**config.mk**
```make
export PLATFORM = sky130hd
export DESIGN_NAME = sbi2c_top
export DESIGN_NICKNAME = d
export VERILOG_FILES = /design/src/common/sbi2c_pkg.sv /design/src/design/sbi2c_top.sv
export VERILOG_INCLUDE_DIRS = /design/src /design/src/common
export SDC_FILE = /design/constraint.sdc
export NUM_CORES = 1
export LEC_CHECK = 0
export BUFFER_PORTS_ARGS = -buffer_cell sky130_fd_sc_hd__buf_2
export CORE_MARGIN = 2
export CORE_UTILIZATION = 54
export CTS_CLUSTER_SIZE = 12
export DETAILED_ROUTE_END_ITERATION = 10
export GPL_ROUTABILITY_DRIVEN = 0
export PLACE_DENSITY = 0.81
export REMOVE_ABC_BUFFERS = 1
export SLEW_MARGIN = 0
export SYNTH_ARGS = -nofsm -noshare
export SYNTH_HDL_FRONTEND = slang
export SYNTH_SLANG_ARGS = --single-unit
```
**constraint.sdc**
```tcl
create_clock -name clk_i -period 2.81 [get_ports clk_i]
set_input_delay 0.1405 -clock clk_i [delete_from_list [all_inputs] [get_ports clk_i]]
set_output_delay 0.1405 -clock clk_i [all_outputs]
set_load 0.05 [all_outputs]
```
**src/common/sbi2c_consts.svh**
```systemverilog
// Offsets, field positions, reset values and timing counts for the
// single-bit two-wire interface. Definitions only; included by bare name.
`ifndef SBI2C_CONSTS_SVH
`define SBI2C_CONSTS_SVH

// ------------------------------------------------------------
// Register indexes (byte address is four times the index)
// ------------------------------------------------------------
`define SBI_IDX_CTRL     10'h0d8
`define SBI_IDX_DATA     10'h0d9
`define SBI_IDX_CFG      10'h0da
`define SBI_IDX_IRQ      10'h0db

// ------------------------------------------------------------
// Control register bits (write commands / read flags)
// ------------------------------------------------------------
`define SBI_B_RXBIT      7
`define SBI_B_ATN        6
`define SBI_B_BIT_READY_FLAG       5
`define SBI_B_ARL        4
`define SBI_B_STR        3
`define SBI_B_STP        2
`define SBI_B_MST        1
`define SBI_B_CXA        7
`define SBI_B_IDLE       6
`define SBI_B_CDR        5
`define SBI_B_CLEAR_ARBITRATION_LOST       4
`define SBI_B_CLEAR_START_SEEN       3
`define SBI_B_CLEAR_STOP_SEEN       2
`define SBI_B_ISSUE_REPEATED_START       1
`define SBI_B_ISSUE_STOP       0
`define SBI_CTRL_RESET   8'h81

// ------------------------------------------------------------
// Config and interrupt register bits
// ------------------------------------------------------------
`define SBI_B_SLVEN      7
`define SBI_B_MSTRQ      6
`define SBI_B_WATCH_TIMER_RUN      4
`define SBI_B_CT1        1
`define SBI_B_CT0        0
`define SBI_B_GIE        7
`define SBI_B_BIE        0
`define SBI_B_TIE        1
`define SBI_B_TPH        3
`define SBI_B_TPL        2

// ------------------------------------------------------------
// Timing: nominal span and derived cycles at 20 MHz
// ------------------------------------------------------------
`define SBI_CLK_NS       50
`define SBI_MIN_SPAN_NS  4700000
`define SBI_MIN_SPAN_CYC ((`SBI_MIN_SPAN_NS + `SBI_CLK_NS - 1) / `SBI_CLK_NS)
`define SBI_MIN_BIT      3
`define SBI_TMR_MAX      10'h3ff

`endif

```
**src/common/sbi2c_pkg.sv**
```systemverilog
// Types for the single-bit two-wire interface.
// Assumes the constants header is included wherever numbers are needed.
package sbi2c_pkg;

  // ------------------------------------------------------------
  // Master sequencer phases, one-hot
  // ------------------------------------------------------------
  typedef enum logic [7:0] {
    SBI_IDLE  = 8'h01,
    SBI_START = 8'h02,
    SBI_LOW   = 8'h04,
    SBI_HIGH  = 8'h08,
    SBI_STOP1 = 8'h10,
    SBI_STOP2 = 8'h20,
    SBI_RS1   = 8'h40,
    SBI_RS2   = 8'h80
  } sbi_phase_t;

  // ------------------------------------------------------------
  // Whole block state carried as one record
  // ------------------------------------------------------------
  typedef struct packed {
    sbi_phase_t  phase;
    logic [9:0]  tmr;
    logic        scl_q, sda_q;
    logic        rx_bit, bit_ready, arb_lost, start_seen, stop_seen;
    logic        xmit_active, tx_bit, is_master, idle, in_frame;
    logic        stop_req, rs_req, scl_low, sda_low, slv_hold;
    logic        slave_en, master_req, watch_timer_run;
    logic [1:0]  ct;
    logic        gie, bie, tie, tp_hi, tp_lo;
    logic        ack;
    logic [7:0]  dat;
    logic        bus_irq, tmr_irq;
  } sbi_state_t;

endpackage : sbi2c_pkg

```
**src/design/sbi2c_top.sv**
```systemverilog
// Single-bit two-wire serial interface with bus timer, Wishbone slave.
// Assumes scl_i/sda_i are already synchronous to clk_i and that the
// pads are open drain, resolved outside from the _oe_n outputs.
`timescale 1ns/1ps
`include "sbi2c_consts.svh"

// Summary of operation
// Low timer bits enforce five minimum spans
// Timer on CPU clock, four preloads selectable
// Ten bits time SCL; SCL edges preload
// Timer stopped between frames
// Carry after 1020 to 1023 cycles
// Carry resets interface, releases SCL, interrupts
// Full run and timeout need run bit
// Timer interrupt enable and priority bits
// Attention raises bus interrupt when enabled
// SDA captured each SCL rise, readable
// Data read clears ready; control read not
// Attention is OR of four flags
// Ready set each SCL rise unless idle
// Ready cleared by command or data access
// SCL held low until ready cleared
// Low span kept even on fast software
// Idle command makes slave ignore bus
// Software reads seven bits, then control
// Software uses interrupt only for idle waits
// Preload gives minimum and timeout counts
// Data write sets bit, clears ready, transmits
// Other flags keep SCL low
// Without run bit only low bits count
// Command bits act on one, ignore zero
// Bit 1 shows master, bit 0 undefined
module sbi2c_top
  import sbi2c_pkg::*;
(
  input  wire logic        clk_i,
  input  wire logic        rst_i,
  input  wire logic        ce_i,
  input  wire logic        cyc_i,
  input  wire logic        stb_i,
  input  wire logic        we_i,
  input  wire logic [11:0] adr_i,
  input  wire logic [3:0]  sel_i,
  input  wire logic [31:0] dat_i,
  output logic      [31:0] dat_o,
  output logic             ack_o,
  input  wire logic        scl_i,
  input  wire logic        sda_i,
  output logic             scl_o,
  output logic             scl_oe_n_o,
  output logic             sda_o,
  output logic             sda_oe_n_o,
  output logic             bus_irq_o,
  output logic             tmr_irq_o,
  output logic [1:0]       tmr_prio_o
);

  // ------------------------------------------------------------
  // Helpers
  // ------------------------------------------------------------

  // Preload per prescale field; carry at 1024 gives the timeout
  function automatic logic [9:0] sbi_preload(input logic [1:0] ct);
    unique case (ct)
      2'b10:   sbi_preload = 10'h001;
      2'b01:   sbi_preload = 10'h002;
      2'b00:   sbi_preload = 10'h003;
      default: sbi_preload = 10'h004;
    endcase
  endfunction : sbi_preload

  // Minimum span elapsed once the low three bits have carried
  function automatic logic sbi_min_done(input logic [9:0] t);
    sbi_min_done = |t[9:`SBI_MIN_BIT];
  endfunction : sbi_min_done

  // ------------------------------------------------------------
  // State
  // ------------------------------------------------------------
  sbi_state_t st;        // Registered state
  sbi_state_t next_st;   // Next state

  logic [9:0] reg_idx;   // Word index of the access
  logic       req;       // New bus access this cycle
  logic       wr_ctrl;   // Control register write
  logic       wr_data;   // Data register write
  logic       rd_data;   // Data register read
  logic       enabled;   // Interface enabled
  logic       scl_rise;  // SCL edges and conditions
  logic       scl_fall;
  logic       start_det;
  logic       stop_det;
  logic       flags_hold; // Flags other than ready
  logic       attention;
  logic       min_done;
  logic       carry;     // Hung-bus timeout
  logic       act_slave; // Non-idle slave participation
  logic [7:0] w;         // Written byte

  // ------------------------------------------------------------
  // Decode and bus events
  // ------------------------------------------------------------
  always_comb begin
    reg_idx    = adr_i[11:2];
    req        = cyc_i & stb_i & ~st.ack;
    w          = sel_i[0] ? dat_i[7:0] : 8'h00;
    wr_ctrl    = req & we_i & (reg_idx == `SBI_IDX_CTRL);
    wr_data    = req & we_i & sel_i[0] & (reg_idx == `SBI_IDX_DATA);
    rd_data    = req & ~we_i & (reg_idx == `SBI_IDX_DATA);
    enabled    = st.slave_en | st.master_req | st.is_master;
    scl_rise   = enabled & scl_i & ~st.scl_q;
    scl_fall   = enabled & ~scl_i & st.scl_q;
    start_det  = enabled & scl_i & st.scl_q & ~sda_i & st.sda_q;
    stop_det   = enabled & scl_i & st.scl_q & sda_i & ~st.sda_q;
    flags_hold = st.arb_lost | st.start_seen | st.stop_seen;
    attention  = st.bit_ready | flags_hold;
    min_done   = sbi_min_done(st.tmr);
    act_slave  = ~st.idle | st.is_master;
    // Carry only in frame with the run bit set
    carry      = enabled & st.watch_timer_run & st.in_frame & (st.tmr == `SBI_TMR_MAX);
  end

  // ------------------------------------------------------------
  // Next state
  // ------------------------------------------------------------
  always_comb begin
    next_st       = st;
    next_st.ack   = req;                 // One wait state, any address
    next_st.scl_q = scl_i;
    next_st.sda_q = sda_i;
    next_st.tmr_irq = 1'b0;

    // Read data, unmapped indexes read zero
    if (req && !we_i) begin
      unique case (reg_idx)
        `SBI_IDX_CTRL: next_st.dat = {st.rx_bit, attention, st.bit_ready,
                                      st.arb_lost, st.start_seen,
                                      st.stop_seen, st.is_master, 1'b1};
        `SBI_IDX_DATA: next_st.dat = {st.rx_bit, 7'h00};
        `SBI_IDX_CFG:  next_st.dat = {st.slave_en, st.master_req, 1'b0,
                                      st.watch_timer_run, 2'b00, st.ct};
        `SBI_IDX_IRQ:  next_st.dat = {st.gie, 3'b000, st.tp_hi, st.tp_lo,
                                      st.tie, st.bie};
        default:       next_st.dat = 8'h00;
      endcase
    end

    // Config and interrupt enable writes
    if (req && we_i && sel_i[0] && reg_idx == `SBI_IDX_CFG) begin
      next_st.slave_en   = w[`SBI_B_SLVEN];
      next_st.master_req = w[`SBI_B_MSTRQ];
      next_st.watch_timer_run      = w[`SBI_B_WATCH_TIMER_RUN];
      next_st.ct         = {w[`SBI_B_CT1], w[`SBI_B_CT0]};
    end
    if (req && we_i && sel_i[0] && reg_idx == `SBI_IDX_IRQ) begin
      next_st.gie   = w[`SBI_B_GIE];
      next_st.bie   = w[`SBI_B_BIE];
      next_st.tie   = w[`SBI_B_TIE];
      next_st.tp_hi = w[`SBI_B_TPH];
      next_st.tp_lo = w[`SBI_B_TPL];
    end

    // Clears first; hardware sets below win in the same cycle
    if (wr_ctrl) begin
      if (w[`SBI_B_CXA])  next_st.xmit_active = 1'b0;
      if (w[`SBI_B_CDR])  next_st.bit_ready   = 1'b0;
      if (w[`SBI_B_CLEAR_ARBITRATION_LOST]) next_st.arb_lost    = 1'b0;
      if (w[`SBI_B_CLEAR_START_SEEN]) next_st.start_seen  = 1'b0;
      if (w[`SBI_B_CLEAR_STOP_SEEN]) next_st.stop_seen   = 1'b0;
      if (w[`SBI_B_ISSUE_REPEATED_START] && st.is_master) next_st.rs_req   = 1'b1;
      if (w[`SBI_B_ISSUE_STOP] && st.is_master) next_st.stop_req = 1'b1;
      if (w[`SBI_B_IDLE] && !st.is_master) next_st.idle    = 1'b1;
    end
    // Data access frees the bit; a read also ends transmission
    if (rd_data) begin
      next_st.bit_ready   = 1'b0;
      next_st.xmit_active = 1'b0;
    end
    if (wr_data) begin
      next_st.tx_bit      = w[7];
      next_st.bit_ready   = 1'b0;
      next_st.xmit_active = 1'b1;
    end

    // Bus timer: preload on SCL change and on conditions
    if (!enabled) begin
      next_st.tmr = 10'h000;
    end else if (scl_rise || scl_fall || start_det || stop_det) begin
      next_st.tmr = sbi_preload(st.ct);
    end else if (st.watch_timer_run && st.in_frame) begin
      next_st.tmr = st.tmr + 10'h001;
    end else if (!min_done) begin
      // Low bits only: saturate once the minimum span is out
      next_st.tmr = st.tmr + 10'h001;
    end

    // Bit capture and ready flag
    if (scl_rise) begin
      next_st.rx_bit = sda_i;
      if (act_slave) next_st.bit_ready = 1'b1;
      // Lost arbitration: released a one, bus shows zero
      if (st.xmit_active && st.tx_bit && !sda_i) begin
        next_st.arb_lost    = 1'b1;
        next_st.xmit_active = 1'b0;
        if (st.is_master) begin
          next_st.is_master = 1'b0;
          next_st.phase     = SBI_IDLE;
          next_st.scl_low   = 1'b0;
        end
      end
    end
    // Frame tracking and condition flags
    if (start_det) begin
      next_st.in_frame = 1'b1;
      if (act_slave || st.idle) next_st.start_seen = 1'b1;
      next_st.idle = 1'b0;              // Start wakes an idle slave
    end
    if (stop_det) begin
      next_st.in_frame = 1'b0;
      if (act_slave) next_st.stop_seen = 1'b1;
      next_st.is_master = 1'b0;
    end

    // Slave stretch: hold low after a ready event until served
    if (!st.is_master) begin
      if (scl_fall && act_slave && attention) begin
        next_st.slv_hold = 1'b1;
      end else if (st.slv_hold && !attention && min_done) begin
        next_st.slv_hold = 1'b0;
      end
      // Update the data bit only while SCL is low; it holds while SCL is high
      if (!scl_i) next_st.sda_low = act_slave & st.xmit_active & ~st.tx_bit;
    end

    // Master sequencer
    unique case (st.phase)
      SBI_IDLE: begin
        if (st.master_req && !st.in_frame && min_done && scl_i && sda_i) begin
          next_st.sda_low = 1'b1;
          next_st.phase   = SBI_START;
        end
      end
      SBI_START: begin
        if (min_done) begin
          next_st.scl_low   = 1'b1;
          next_st.is_master = 1'b1;
          next_st.phase     = SBI_LOW;
        end
      end
      SBI_LOW: begin
        next_st.sda_low = st.xmit_active & ~st.tx_bit;
        if (min_done && !st.bit_ready && st.stop_req) begin
          next_st.sda_low  = 1'b1;
          next_st.stop_req = 1'b0;
          next_st.phase    = SBI_STOP1;
        end else if (min_done && !st.bit_ready && st.rs_req) begin
          next_st.sda_low = 1'b0;
          next_st.rs_req  = 1'b0;
          next_st.phase   = SBI_RS1;
        end else if (min_done && !attention) begin
          next_st.scl_low = 1'b0;
          next_st.phase   = SBI_HIGH;
        end
      end
      SBI_HIGH: begin
        // Wait out slave stretching, then the high span
        if (st.scl_q && scl_i && min_done) begin
          next_st.scl_low = 1'b1;
          next_st.phase   = SBI_LOW;
        end
      end
      SBI_STOP1: begin
        if (min_done) begin
          next_st.scl_low = 1'b0;
          next_st.phase   = SBI_STOP2;
        end
      end
      SBI_STOP2: begin
        if (st.scl_q && scl_i && min_done) begin
          next_st.sda_low = 1'b0;
          next_st.phase   = SBI_IDLE;
        end
      end
      SBI_RS1: begin
        if (min_done) begin
          next_st.scl_low = 1'b0;
          next_st.phase   = SBI_RS2;
        end
      end
      SBI_RS2: begin
        if (st.scl_q && scl_i && min_done) begin
          next_st.sda_low = 1'b1;
          next_st.phase   = SBI_START;
        end
      end
      default: next_st.phase = SBI_IDLE;
    endcase

    // Timeout: reset the interface and free the wires
    if (carry) begin
      next_st.phase       = SBI_IDLE;
      next_st.scl_low     = 1'b0;
      next_st.sda_low     = 1'b0;
      next_st.slv_hold    = 1'b0;
      next_st.is_master   = 1'b0;
      next_st.xmit_active = 1'b0;
      next_st.bit_ready   = 1'b0;
      next_st.in_frame    = 1'b0;
      next_st.stop_req    = 1'b0;
      next_st.rs_req      = 1'b0;
      next_st.tmr         = 10'h000;
      next_st.tmr_irq     = st.gie & st.tie;
    end

    // Interrupt request levels
    next_st.bus_irq = st.gie & st.bie &
                      (next_st.bit_ready | next_st.arb_lost |
                       next_st.start_seen | next_st.stop_seen);
  end

  // ------------------------------------------------------------
  // Registers; clock enable freezes everything
  // ------------------------------------------------------------
  always_ff @(posedge clk_i) begin
    if (rst_i) begin
      st        <= '0;
      st.phase  <= SBI_IDLE;
      st.rx_bit <= 1'(`SBI_CTRL_RESET >> `SBI_B_RXBIT);
      st.scl_q  <= 1'b1;
      st.sda_q  <= 1'b1;
    end else if (ce_i) begin
      st <= next_st;
    end
  end

  // ------------------------------------------------------------
  // Outputs from flip-flops, scl_oe_n_o through one OR gate; scl_o and sda_o tied low
  // ------------------------------------------------------------
  always_comb begin
    dat_o      = {24'h000000, st.dat};
    ack_o      = st.ack;
    scl_o      = 1'b0;                           // Open drain: low or off
    scl_oe_n_o = ~(st.scl_low | st.slv_hold);    // Low while pulling
    sda_o      = 1'b0;
    sda_oe_n_o = ~st.sda_low;
    bus_irq_o  = st.bus_irq;
    tmr_irq_o  = st.tmr_irq;
    tmr_prio_o = {st.tp_hi, st.tp_lo};
  end

endmodule : sbi2c_top

```
==> out/qor.yml, run 1 <==
nets: 570
path_class: "reg2reg"
power_density_mw_per_mm2: 373.0
synth_area_leaders: "dfxtp_1, buf_4, a21oi_1, nand2_1, nor2_1"
power_switching_uw: 444.2
leakage_nw: 1.449
clock_power_share_pct: 31.0
clk_latency_ns: 0.32
io_buffer_count: 41
wl_met3_microns: 988
hold_viol: 0
setup-tns-final_ns: 0
ctsRootBufferMaster: "clkbuf_8"
antenna_found_initial: 0
final_common_cell: "dfxtp_1"
dp_hpwl_mm: 7.544
initial_core_util_pct: 55.52
irDropWorstVdd_mv: 0.2287
synth_top_cell_by_area: "dfxtp_1"
core_sq_mm: 0.006756
synth_flop_cell: "dfxtp_1"
netlist_instances: 496
critPathRequiredTime_ns: 3.06
synthDistinctLibCells: 70
hp-class: "in2reg"
synth_area_sq_mm: 0.003751
crit_slowest_cell: "or4b_1"
cts_tree: "yes"
setup.worst_path.start_class: "flop"
final_max_slew_viol_count: 0
tightest_slew_ns: 0.7214
end_kind: "flop"
slowest_delay_ns: 0.53
skew_ns: 0.01139
min_period_ns: 2.306
drc: 0
cts_max_level: 2
dieArea_sq_mm: 0.007629
maxCapViolCount: 0
met1Wirelength_mm: 4.164
track_usage_pct: 26.54
insertedDiodeCount: 0
grt_max_degree: 37
post-route-period-util_pct: 82.05
grt_pass1_wl_mm: 16.30
grt_pass1_vias: 3397
viasPerCell: 6.567
path_max_fanout: 7
avgSynthCellArea_sq_um: 7.563
ys_seq_area_share_pct: 29.89
vias: 3894
crit_chain: "ha_1 > and3_1 > a31oi_1 > nand3_1 > or4b_1 > a21oi_1"
ys_ff_latch: 56
setup_viol: 0
num-fill-cells: 634
drive_gt1_share_pct: 13.26
cts-resized-gates: 0
num_rows: 30
die_h_microns: 87.35
relSlewSlack_pct: 51.54
ctsHoldBuffers: 0
final_cell_mix: "dfxtp_1, nand2_1, nor2_1"
internal-power_mw: 1.003
synth_top_area_share_pct: 29.89
wl_per_cell_microns: 17.20
cts_sinks: 56
clk_pin_slew_worst_paths_ns: 0.10
fmax_mhz: 433.7
place_inst: 586
yosysWarnings: 0
synthArstFlopShare_pct: 0
cts_buffers: 5
wl_met2_mm: 4.545
pwr-share-comb_pct: 13.7
arrival_ns: 2.55
grt_overflow: 0
seq_power_share_pct: 55.3
synth_edf_count: 0
dr.max_layer_used: "met4"
post-cts-setup-buffers: 0
area_delta_synth_final_pct: 3.469
rsz0062_at_grt: "no"
chipWidth_microns: 87.35
io-pin-count: 97
first_pass_iters: 6
cts_max_path_buffers: 2
fin_cells: 593
wirelength_mm: 10.20
status: "finished clean"
drt_iter0_markers: 603
swShare_pct: 30.69
final_antenna_net_count: 0
power groups by stage:
stage	registers, mW	logic, mW	clock network [mW]
floorplan	0.820	0.124	0
global placement	0.819	0.192	0
detailed placement	0.819	0.194	0
CTS	0.800	0.194	0.450
global route	0.801	0.210	0.474
finish	0.801	0.199	0.448
critical path: cells and delay by family, from the launching register on:
| kind | cells | cell delay, ns |
|---|---|---|
| AO/OA/AOI/OAI | 2 | 0.54 |
| adder cells (fa/ha/maj) | 1 | 0.24 |
| flip-flops | 1 | 0.35 |
| AND/OR/NAND/NOR | 3 | 1.10 |
cells in the mapped netlist, types with 4 or more instances:
cell type and count:
nor2_1 50, a22o_1 4, a32o_1 4, nor4_1 10, and3_1 5, or3_1 4
nor3_1 16, nand4b_1 5, a21oi_1 43, clkbuf_1 18, nor2b_1 5, dfxtp_1 56
buf_4 41, mux2i_1 7, o21ai_0 25, nand3_1 25, inv_1 8, o31ai_1 4
xor2_1 4, nand4_1 7, nand2_1 52, a22oi_1 7, nor4b_1 5, nand2b_1 5
and4b_1 5, a31oi_1 10, and2_1 5
per-layer routing:
metal / up-vias / GRT usage, %
li1: 1803 / -
met1: 1770 / 34.28
met2: 266 / 42.70
met3: 55 / 4.929
met4: 0 / 12.31
met5: - / 0
registers in the layout, summed over array words and instances, names as in the netlist:
signal / flops
bus_irq_o: 1
ack_o: 1
dat_o: 8
tmr_irq_o: 1
st: 43
tmr_prio_o: 2
cells by family after synthesis:
kind of cell	synth area share (%)
simple gates	32.16
compound gates	22.38
buf+inv	11.44
flops	29.89
mux	2.769
xor+xnor	0.9339
fa+ha+maj	0.3335
other cells	0.09997
through the flow:
step                power, mW  utilization [%]  instance area (sq um)  setup WS [ns]  hold WS [ns]
finish                  1.448            57.44                   3881         0.5044        0.1017
global route            1.485            57.44                   3881         0.3606        0.1034
CTS                     1.444            57.44                   3881         0.5323       0.09468
detailed placement      1.013            56.24                   3800         0.5215        0.4340
global placement        1.011            56.24                   3800         0.5945        0.4290
floorplan              0.9440                -                   3450         0.8256        0.2096
final timing paths:
path,startpoint,to,slack (ns),depth (start not counted)
worst max-delay path,st[38],st[45],0.50,6
worst min-delay path,dat_i[1],st[17],0.10,3
worst max register to register,st[38],st[45],0.50,6
worst min register to register,dat_o[5],dat_o[5],0.47,2
area by class of cell:
type | instances | area [sq um] | share of cell area [%]
repair buffers | 47 | 250.2 | 6.447
multi-input cells | 394 | 2295 | 59.12
well taps | 80 | 100.1 | 2.579
clock buffers | 5 | 68.82 | 1.773
clock inverters | 2 | 12.51 | 0.3224
inverters | 9 | 33.78 | 0.8704
flip-flops and latches | 56 | 1121 | 28.88
Note: power is estimated with default switching activity, not from simulation.
==> inputs of run 2 (changes only) <==
Settings changed: CORE_UTILIZATION 54 to 49, PLACE_DENSITY 0.81 to 0.78.
Clock period 2.81 ns to 1.85 ns, I/O delays scaled along.
==> run 2 against run 1 <==
Net effect:
- largest power group unchanged
- via count grew 11%
- worst hold slack lost 0.055 ns
- first-iteration DRC count shrank 3.8%
- critical path type unchanged
- sequential share of layout area decreased by 4.9 points
- combinational power is 72% higher
- die area rose by 9.7%
- non-clock buffer count up 76
- sequential power is 52% higher
- the run now ends with negative setup slack left
==> out/qor.yml, run 2 (synthesis results as in run 1) <==
clk_pin_slew_worst_paths_ns: 0.11  # was 0.10 ns
viasPerCell: 6.271  # was 6.567
path_max_fanout: 6  # was 7
end_kind: "flop"  # unchanged
drive_gt1_share_pct: 31.69  # was 13.26%
area_delta_synth_final_pct: 25.72  # was 3.469%
final_max_slew_viol_count: 0  # unchanged
pwr-share-comb_pct: 15.1  # was 13.7%
grt_pass1_vias: 3994  # was 3397
initial_core_util_pct: 51.17  # was 55.52%
drt_iter0_markers: 580  # was 603
chipWidth_microns: 91.50  # was 87.35 microns
arrival_ns: 2.21  # was 2.55 ns
min_period_ns: 2.012  # was 2.306 ns
io_buffer_count: 41  # unchanged
placed_area_sq_mm: 0.004364  # was 0.003800 sq mm
final_cell_mix: "buf_4, nand2_1, dfxtp_1"  # was dfxtp_1, nand2_1, nor2_1
power_density_mw_per_mm2: 482.1  # was 373.0 mW/mm^2
die_h_microns: 91.50  # was 87.35 microns
grt_max_degree: 23  # was 37
reg2reg_from: "st[48]"  # was st[38]
place_inst: 677  # was 586
crit_start: "st[48]"  # was st[38]
cts_buffers: 5  # unchanged
setup-tns-final_ns: -0.8152  # was 0 ns
irDropWorstVdd_mv: 0.3662  # was 0.2287 mV
utilization_pct: 64.33  # was 57.44%
wirelength_mm: 11.81  # was 10.20 mm
num-fill-cells: 598  # was 634
drc: 0  # unchanged
worst_slack_ns: -0.1618  # was 0.5044 ns
vias: 4321  # was 3894
final_common_cell: "buf_4"  # was dfxtp_1
fmax_mhz: 497.1  # was 433.7 MHz
track_usage_pct: 27.23  # was 26.54%
dp_hpwl_mm: 8.603  # was 7.544 mm
pre_cts_slack_ns: -0.2845  # was 0.5215 ns
io-pin-count: 97  # unchanged
antenna_found_initial: 0  # unchanged
stdcell_area_sq_mm: 0.004716  # was 0.003881 sq mm
largest_register_ffs: 43  # unchanged
maxCapViolCount: 0  # unchanged
cts_sinks: 56  # unchanged
relSlewSlack_pct: 61.67  # was 51.54%
clock_power_share_pct: 31.5  # was 31.0%
power_mw: 2.274  # was 1.448 mW
swShare_pct: 30.94  # was 30.69%
multi_input_area_sq_mm: 0.002510  # was 0.002295 sq mm
internal-power_mw: 1.570  # was 1.003 mW
post-route-period-util_pct: 108.7  # was 82.05%
clk_latency_ns: 0.32  # about the same
grt_pass1_wl_mm: 18.66  # was 16.30 mm
critPathRequiredTime_ns: 2.04  # was 3.06 ns
regArea_sq_mm: 0.001130  # was 0.001121 sq mm
setup.worst_path.start_class: "flop"  # unchanged
insertedDiodeCount: 0  # unchanged
ctsRootBufferMaster: "clkbuf_8"  # unchanged
nets: 646  # was 570
top_register: "st"  # unchanged
leakage_nw: 1.878  # was 1.449 nW
fin_cells: 689  # was 593
dieArea_sq_mm: 0.008371  # was 0.007629 sq mm
core_sq_mm: 0.007331  # was 0.006756 sq mm
final_antenna_net_count: 0  # unchanged
status: "finished, violations left"  # was finished clean
whs_ns: 0.04717  # was 0.1017 ns
hold_viol: 0  # unchanged
rsz0062_at_grt: "yes"  # was no
seq_power_share_pct: 53.4  # was 55.3%
cts_max_level: 2  # unchanged
grt_overflow: 0  # unchanged
path_class: "reg2reg"  # unchanged
violations: "negative setup slack"
first_pass_iters: 6  # unchanged
hp-class: "in2reg"  # unchanged
tightest_slew_ns: 0.5605  # was 0.7214 ns
wl_per_cell_microns: 17.14  # was 17.20 microns
cts_tree: "yes"  # unchanged
cts_max_path_buffers: 2  # unchanged
num_rows: 31  # was 30
min_from: "dat_i[1]"  # unchanged
skew_ns: 0.007851  # was 0.01139 ns
setup_viol: 9  # was 0
power_switching_uw: 703.4  # was 444.2 uW
-- run 2: cell count changes in the layout (fill, tap and decap cells not counted), sizes merged --
cell / delta
buf: +76
clkinv: -1
inv: +2
-- run 2: critical path, stage by stage, from the launching register on --
cell     delay (ns)
dfxtp_1        0.48
buf_4          0.20
and4b_1        0.28
nor3_2         0.29
nor2b_2        0.11
nor4_1         0.40
o31ai_1        0.13
-- run 2: power by group through the flow --
stage               combinational, mW  clock [mW]  sequential, mW
floorplan                       0.189           0            1.25
global placement                0.323           0            1.24
detailed placement              0.325           0            1.24
CTS                             0.327       0.732            1.21
global route                    0.360       0.783            1.22
finish                          0.343       0.715            1.22
-- run 2: timing repair --
action,in CTS,in global routing
pin swaps,7,5
gates resized for setup,26,29
setup buffers,3,1
setup endpoints to repair,13,24
hold buffers,0,0
-- run 2: path summary, 6_finish.rpt --
path	cells after the start	end	slack, ns
hold / removal	3	st[17]	0.05
hold reg to reg	2	dat_o[5]	0.47
setup reg to reg	6	st[53]	-0.16
setup / recovery	6	st[53]	-0.16
-- run 2: final cells by class --
cell class / count / area share (%)
multi-input cells: 394 / 53.22
flip-flops and latches: 56 / 23.96
repair buffers: 123 / 17.48
well taps: 99 / 2.627
clock buffers: 5 / 1.459
inverters: 9 / 0.7164
clock inverters: 3 / 0.5306
-- run 2: metal layers --
metal	GRT usage, %	part of all wire, %	wire length [microns]	up-vias
met4	12.88	4.1	480	0
met3	3.651	9.0	1061	68
met5	0	0	0	-
li1	-	-	-	1958
met2	45.47	47	5501	332
met1	34.51	40	4769	1963
==> inputs of run 3 (changes only) <==
Clock period 1.85 ns to 1.7 ns, I/O delays scaled along.
==> run 3 against run 2 <==
Net effect:
- the flow still finishes with violations (negative setup slack)
- routed wire length grew 33%
- flip-flop and latch count did not move
- power is 13% higher
- non-clock buffer count is 47 higher
- largest cell class unchanged
==> out/qor.yml, run 3 (synthesis results as in run 1) <==
core_sq_mm: 0.007331  # unchanged
place_inst: 701  # was 677
pwr-share-comb_pct: 16.8  # was 15.1%
num-fill-cells: 435  # was 598
wl_per_cell_microns: 21.37  # was 17.14 microns
dieArea_sq_mm: 0.008371  # unchanged
area_delta_synth_final_pct: 46.90  # was 25.72%
power_switching_uw: 839.6  # was 703.4 uW
crit_slowest_cell: "nor4_4"  # was dfxtp_1
tightest_slew_ns: 0.5808  # was 0.5605 ns
grt_pass1_vias: 4455  # was 3994
track_usage_pct: 31.57  # was 27.23%
io-pin-count: 97  # unchanged
reg2reg_from: "st[54]"  # was st[48]
relSlewSlack_pct: 61.24  # was 61.67%
cts_sinks: 56  # unchanged
fin_cells: 736  # was 689
hp-class: "in2reg"  # unchanged
clk_latency_ns: 0.33  # was 0.32 ns
worst_r2r_endpoint: "st[50]"  # was st[53]
end_kind: "flop"  # unchanged
drc: 0  # unchanged
grt_pass1_wl_mm: 21.40  # was 18.66 mm
grt_overflow: 0  # unchanged
crit_family: "simple AND/OR/NAND/NOR gates"  # unchanged
largest_register_ffs: 43  # unchanged
final_max_slew_viol_count: 0  # unchanged
power_density_mw_per_mm2: 465.0  # was 482.1 mW/mm^2
met3_usage_pct: 6.307  # was 3.651%
status: "finished, violations left"  # unchanged
top_register: "st"  # unchanged
nets: 693  # was 646
worst_slack_ns: -0.4400  # was -0.1618 ns
insertedDiodeCount: 0  # unchanged
swShare_pct: 32.77  # was 30.94%
grt_max_degree: 39  # was 23
r2r_cells: 8  # was 6
critPathRequiredTime_ns: 1.98  # was 2.04 ns
path_class: "reg2reg"  # unchanged
viasPerCell: 6.720  # was 6.271
hold_viol: 0  # unchanged
vias: 4946  # was 4321
min_period_ns: 2.140  # was 2.012 ns
first_pass_iters: 7  # was 6
violations: "negative setup slack"  # unchanged
use_met1_pct: 37.26  # was 34.51%
post-route-period-util_pct: 125.9  # was 108.7%
chipWidth_microns: 91.50  # unchanged
initial_core_util_pct: 51.17  # unchanged
grt_util_met2_pct: 51.96  # was 45.47%
internal-power_mw: 1.722  # was 1.570 mW
path_max_fanout: 6  # unchanged
clock_power_share_pct: 31.8  # was 31.5%
slowest_delay_ns: 0.42  # was 0.48 ns
final_cell_mix: "buf_4, nand2_1, nor2_1"  # was buf_4, nand2_1, dfxtp_1
rsz0062_at_grt: "yes"  # unchanged
drive_gt1_share_pct: 46.00  # was 31.69%
crit_chain: "nor4_4 > buf_4 > and4b_2 > buf_6 > nor3_4 > a311oi_1 > o2111ai_2 > nand2_1"  # was buf_4 > and4b_1 > nor3_2 > nor2b_2 > nor4_1 > o31ai_1
power_mw: 2.562  # was 2.274 mW
num_rows: 31  # unchanged
io_buffer_count: 41  # unchanged
dp_hpwl_mm: 8.898  # was 8.603 mm
final_common_cell: "buf_4"  # unchanged
cts_buffers: 5  # unchanged
leakage_nw: 2.247  # was 1.878 nW
irDropWorstVdd_mv: 0.4847  # was 0.3662 mV
min_from: "dat_i[0]"  # was dat_i[1]
cp_num_buf_inv: 2  # was 1
holdPathStages: 3  # unchanged
cts_max_path_buffers: 2  # unchanged
setup_viol: 23  # was 9
ctsHoldBuffers: 0  # unchanged
ctsRootBufferMaster: "clkbuf_8"  # unchanged
setup-tns-final_ns: -5.111  # was -0.8152 ns
reg2reg_slack_ns: -0.44  # was -0.16 ns
cts_tree: "yes"  # unchanged
die_h_microns: 91.50  # unchanged
arrival_ns: 2.42  # was 2.21 ns
maxCapViolCount: 0  # unchanged
antenna_found_initial: 0  # unchanged
hold_end: "st[16]"  # was st[17]
wirelength_mm: 15.73  # was 11.81 mm
final_antenna_net_count: 0  # unchanged
drt_iter0_markers: 733  # was 580
skew_ns: 0.01201  # was 0.007851 ns
setup.worst_path.start_class: "flop"  # unchanged
fmax_mhz: 467.3  # was 497.1 MHz
seq_power_share_pct: 51.4  # was 53.4%
clk_pin_slew_worst_paths_ns: 0.11  # about the same
cts_max_level: 2  # unchanged
busiest_layer: "met2"  # unchanged
## run 3: area by class of cell
type	instances	area (sq um)	area share, %
Multi-Input combinational cell	394	2856	51.84
Tap cell	99	123.9	2.248
Clock inverter	3	22.52	0.4087
Clock buffer	5	68.82	1.249
Timing Repair Buffer	170	1250	22.68
Inverter	9	33.78	0.6131
Sequential cell	56	1155	20.96
## run 3: worst max-delay path by stage
stage,startpoint,end,slack (ns),cells after the start
2_1_floorplan,st[55],st[23],-0.28,6
3_3_place_gp,st[55],st[23],-0.30,6
3_5_place_dp,st[55],st[23],-0.34,6
4_1_cts,st[53],st[23],-0.17,6
5_1_grt,st[54],st[48],-0.54,6
6_report,st[54],st[50],-0.44,8
## run 3: layer usage
layer  wire [microns]  vias up  part of all wire (%)
met5                0        -                     0
met4             1424        0                   9.1
met3             1994      171                    13
met2             6792      485                    43
met1             5514     2245                    35
li1                 -     2045                     -
## run 3: worst register-to-register path, stage by stage, from the launching register on
cell and delay, ns:
dfxtp_4 0.41, nor4_4 0.42, buf_4 0.19, and4b_2 0.25, buf_6 0.14, nor3_4 0.07
a311oi_1 0.35, o2111ai_2 0.17, nand2_1 0.10
## run 3: what timing repair did
action,in CTS,in global routing
buffers inserted,9,23
pin swaps,33,33
endpoints found under the setup margin,24,40
resized for setup,85,82
## run 3: power groups by stage
stage               combinational, mW  clock [mW]  sequential [mW]
global placement                0.366           0             1.35
global route                    0.443       0.844             1.32
floorplan                       0.205           0             1.36
detailed placement              0.371           0             1.35
CTS                             0.384       0.795             1.32
finish                          0.430       0.814             1.32
## run 3: metrics by stage
stage	hold WS (ns)	instance area [sq um]	setup WS [ns]	utilization (%)
floorplan	0.1541	3450	-0.2844	-
global placement	0.3740	4544	-0.3034	61.99
detailed placement	0.3745	4544	-0.3351	61.99
CTS	0.02008	5017	-0.1737	68.44
global route	0.04625	5510	-0.5390	75.17
finish	0.03929	5510	-0.4400	75.17
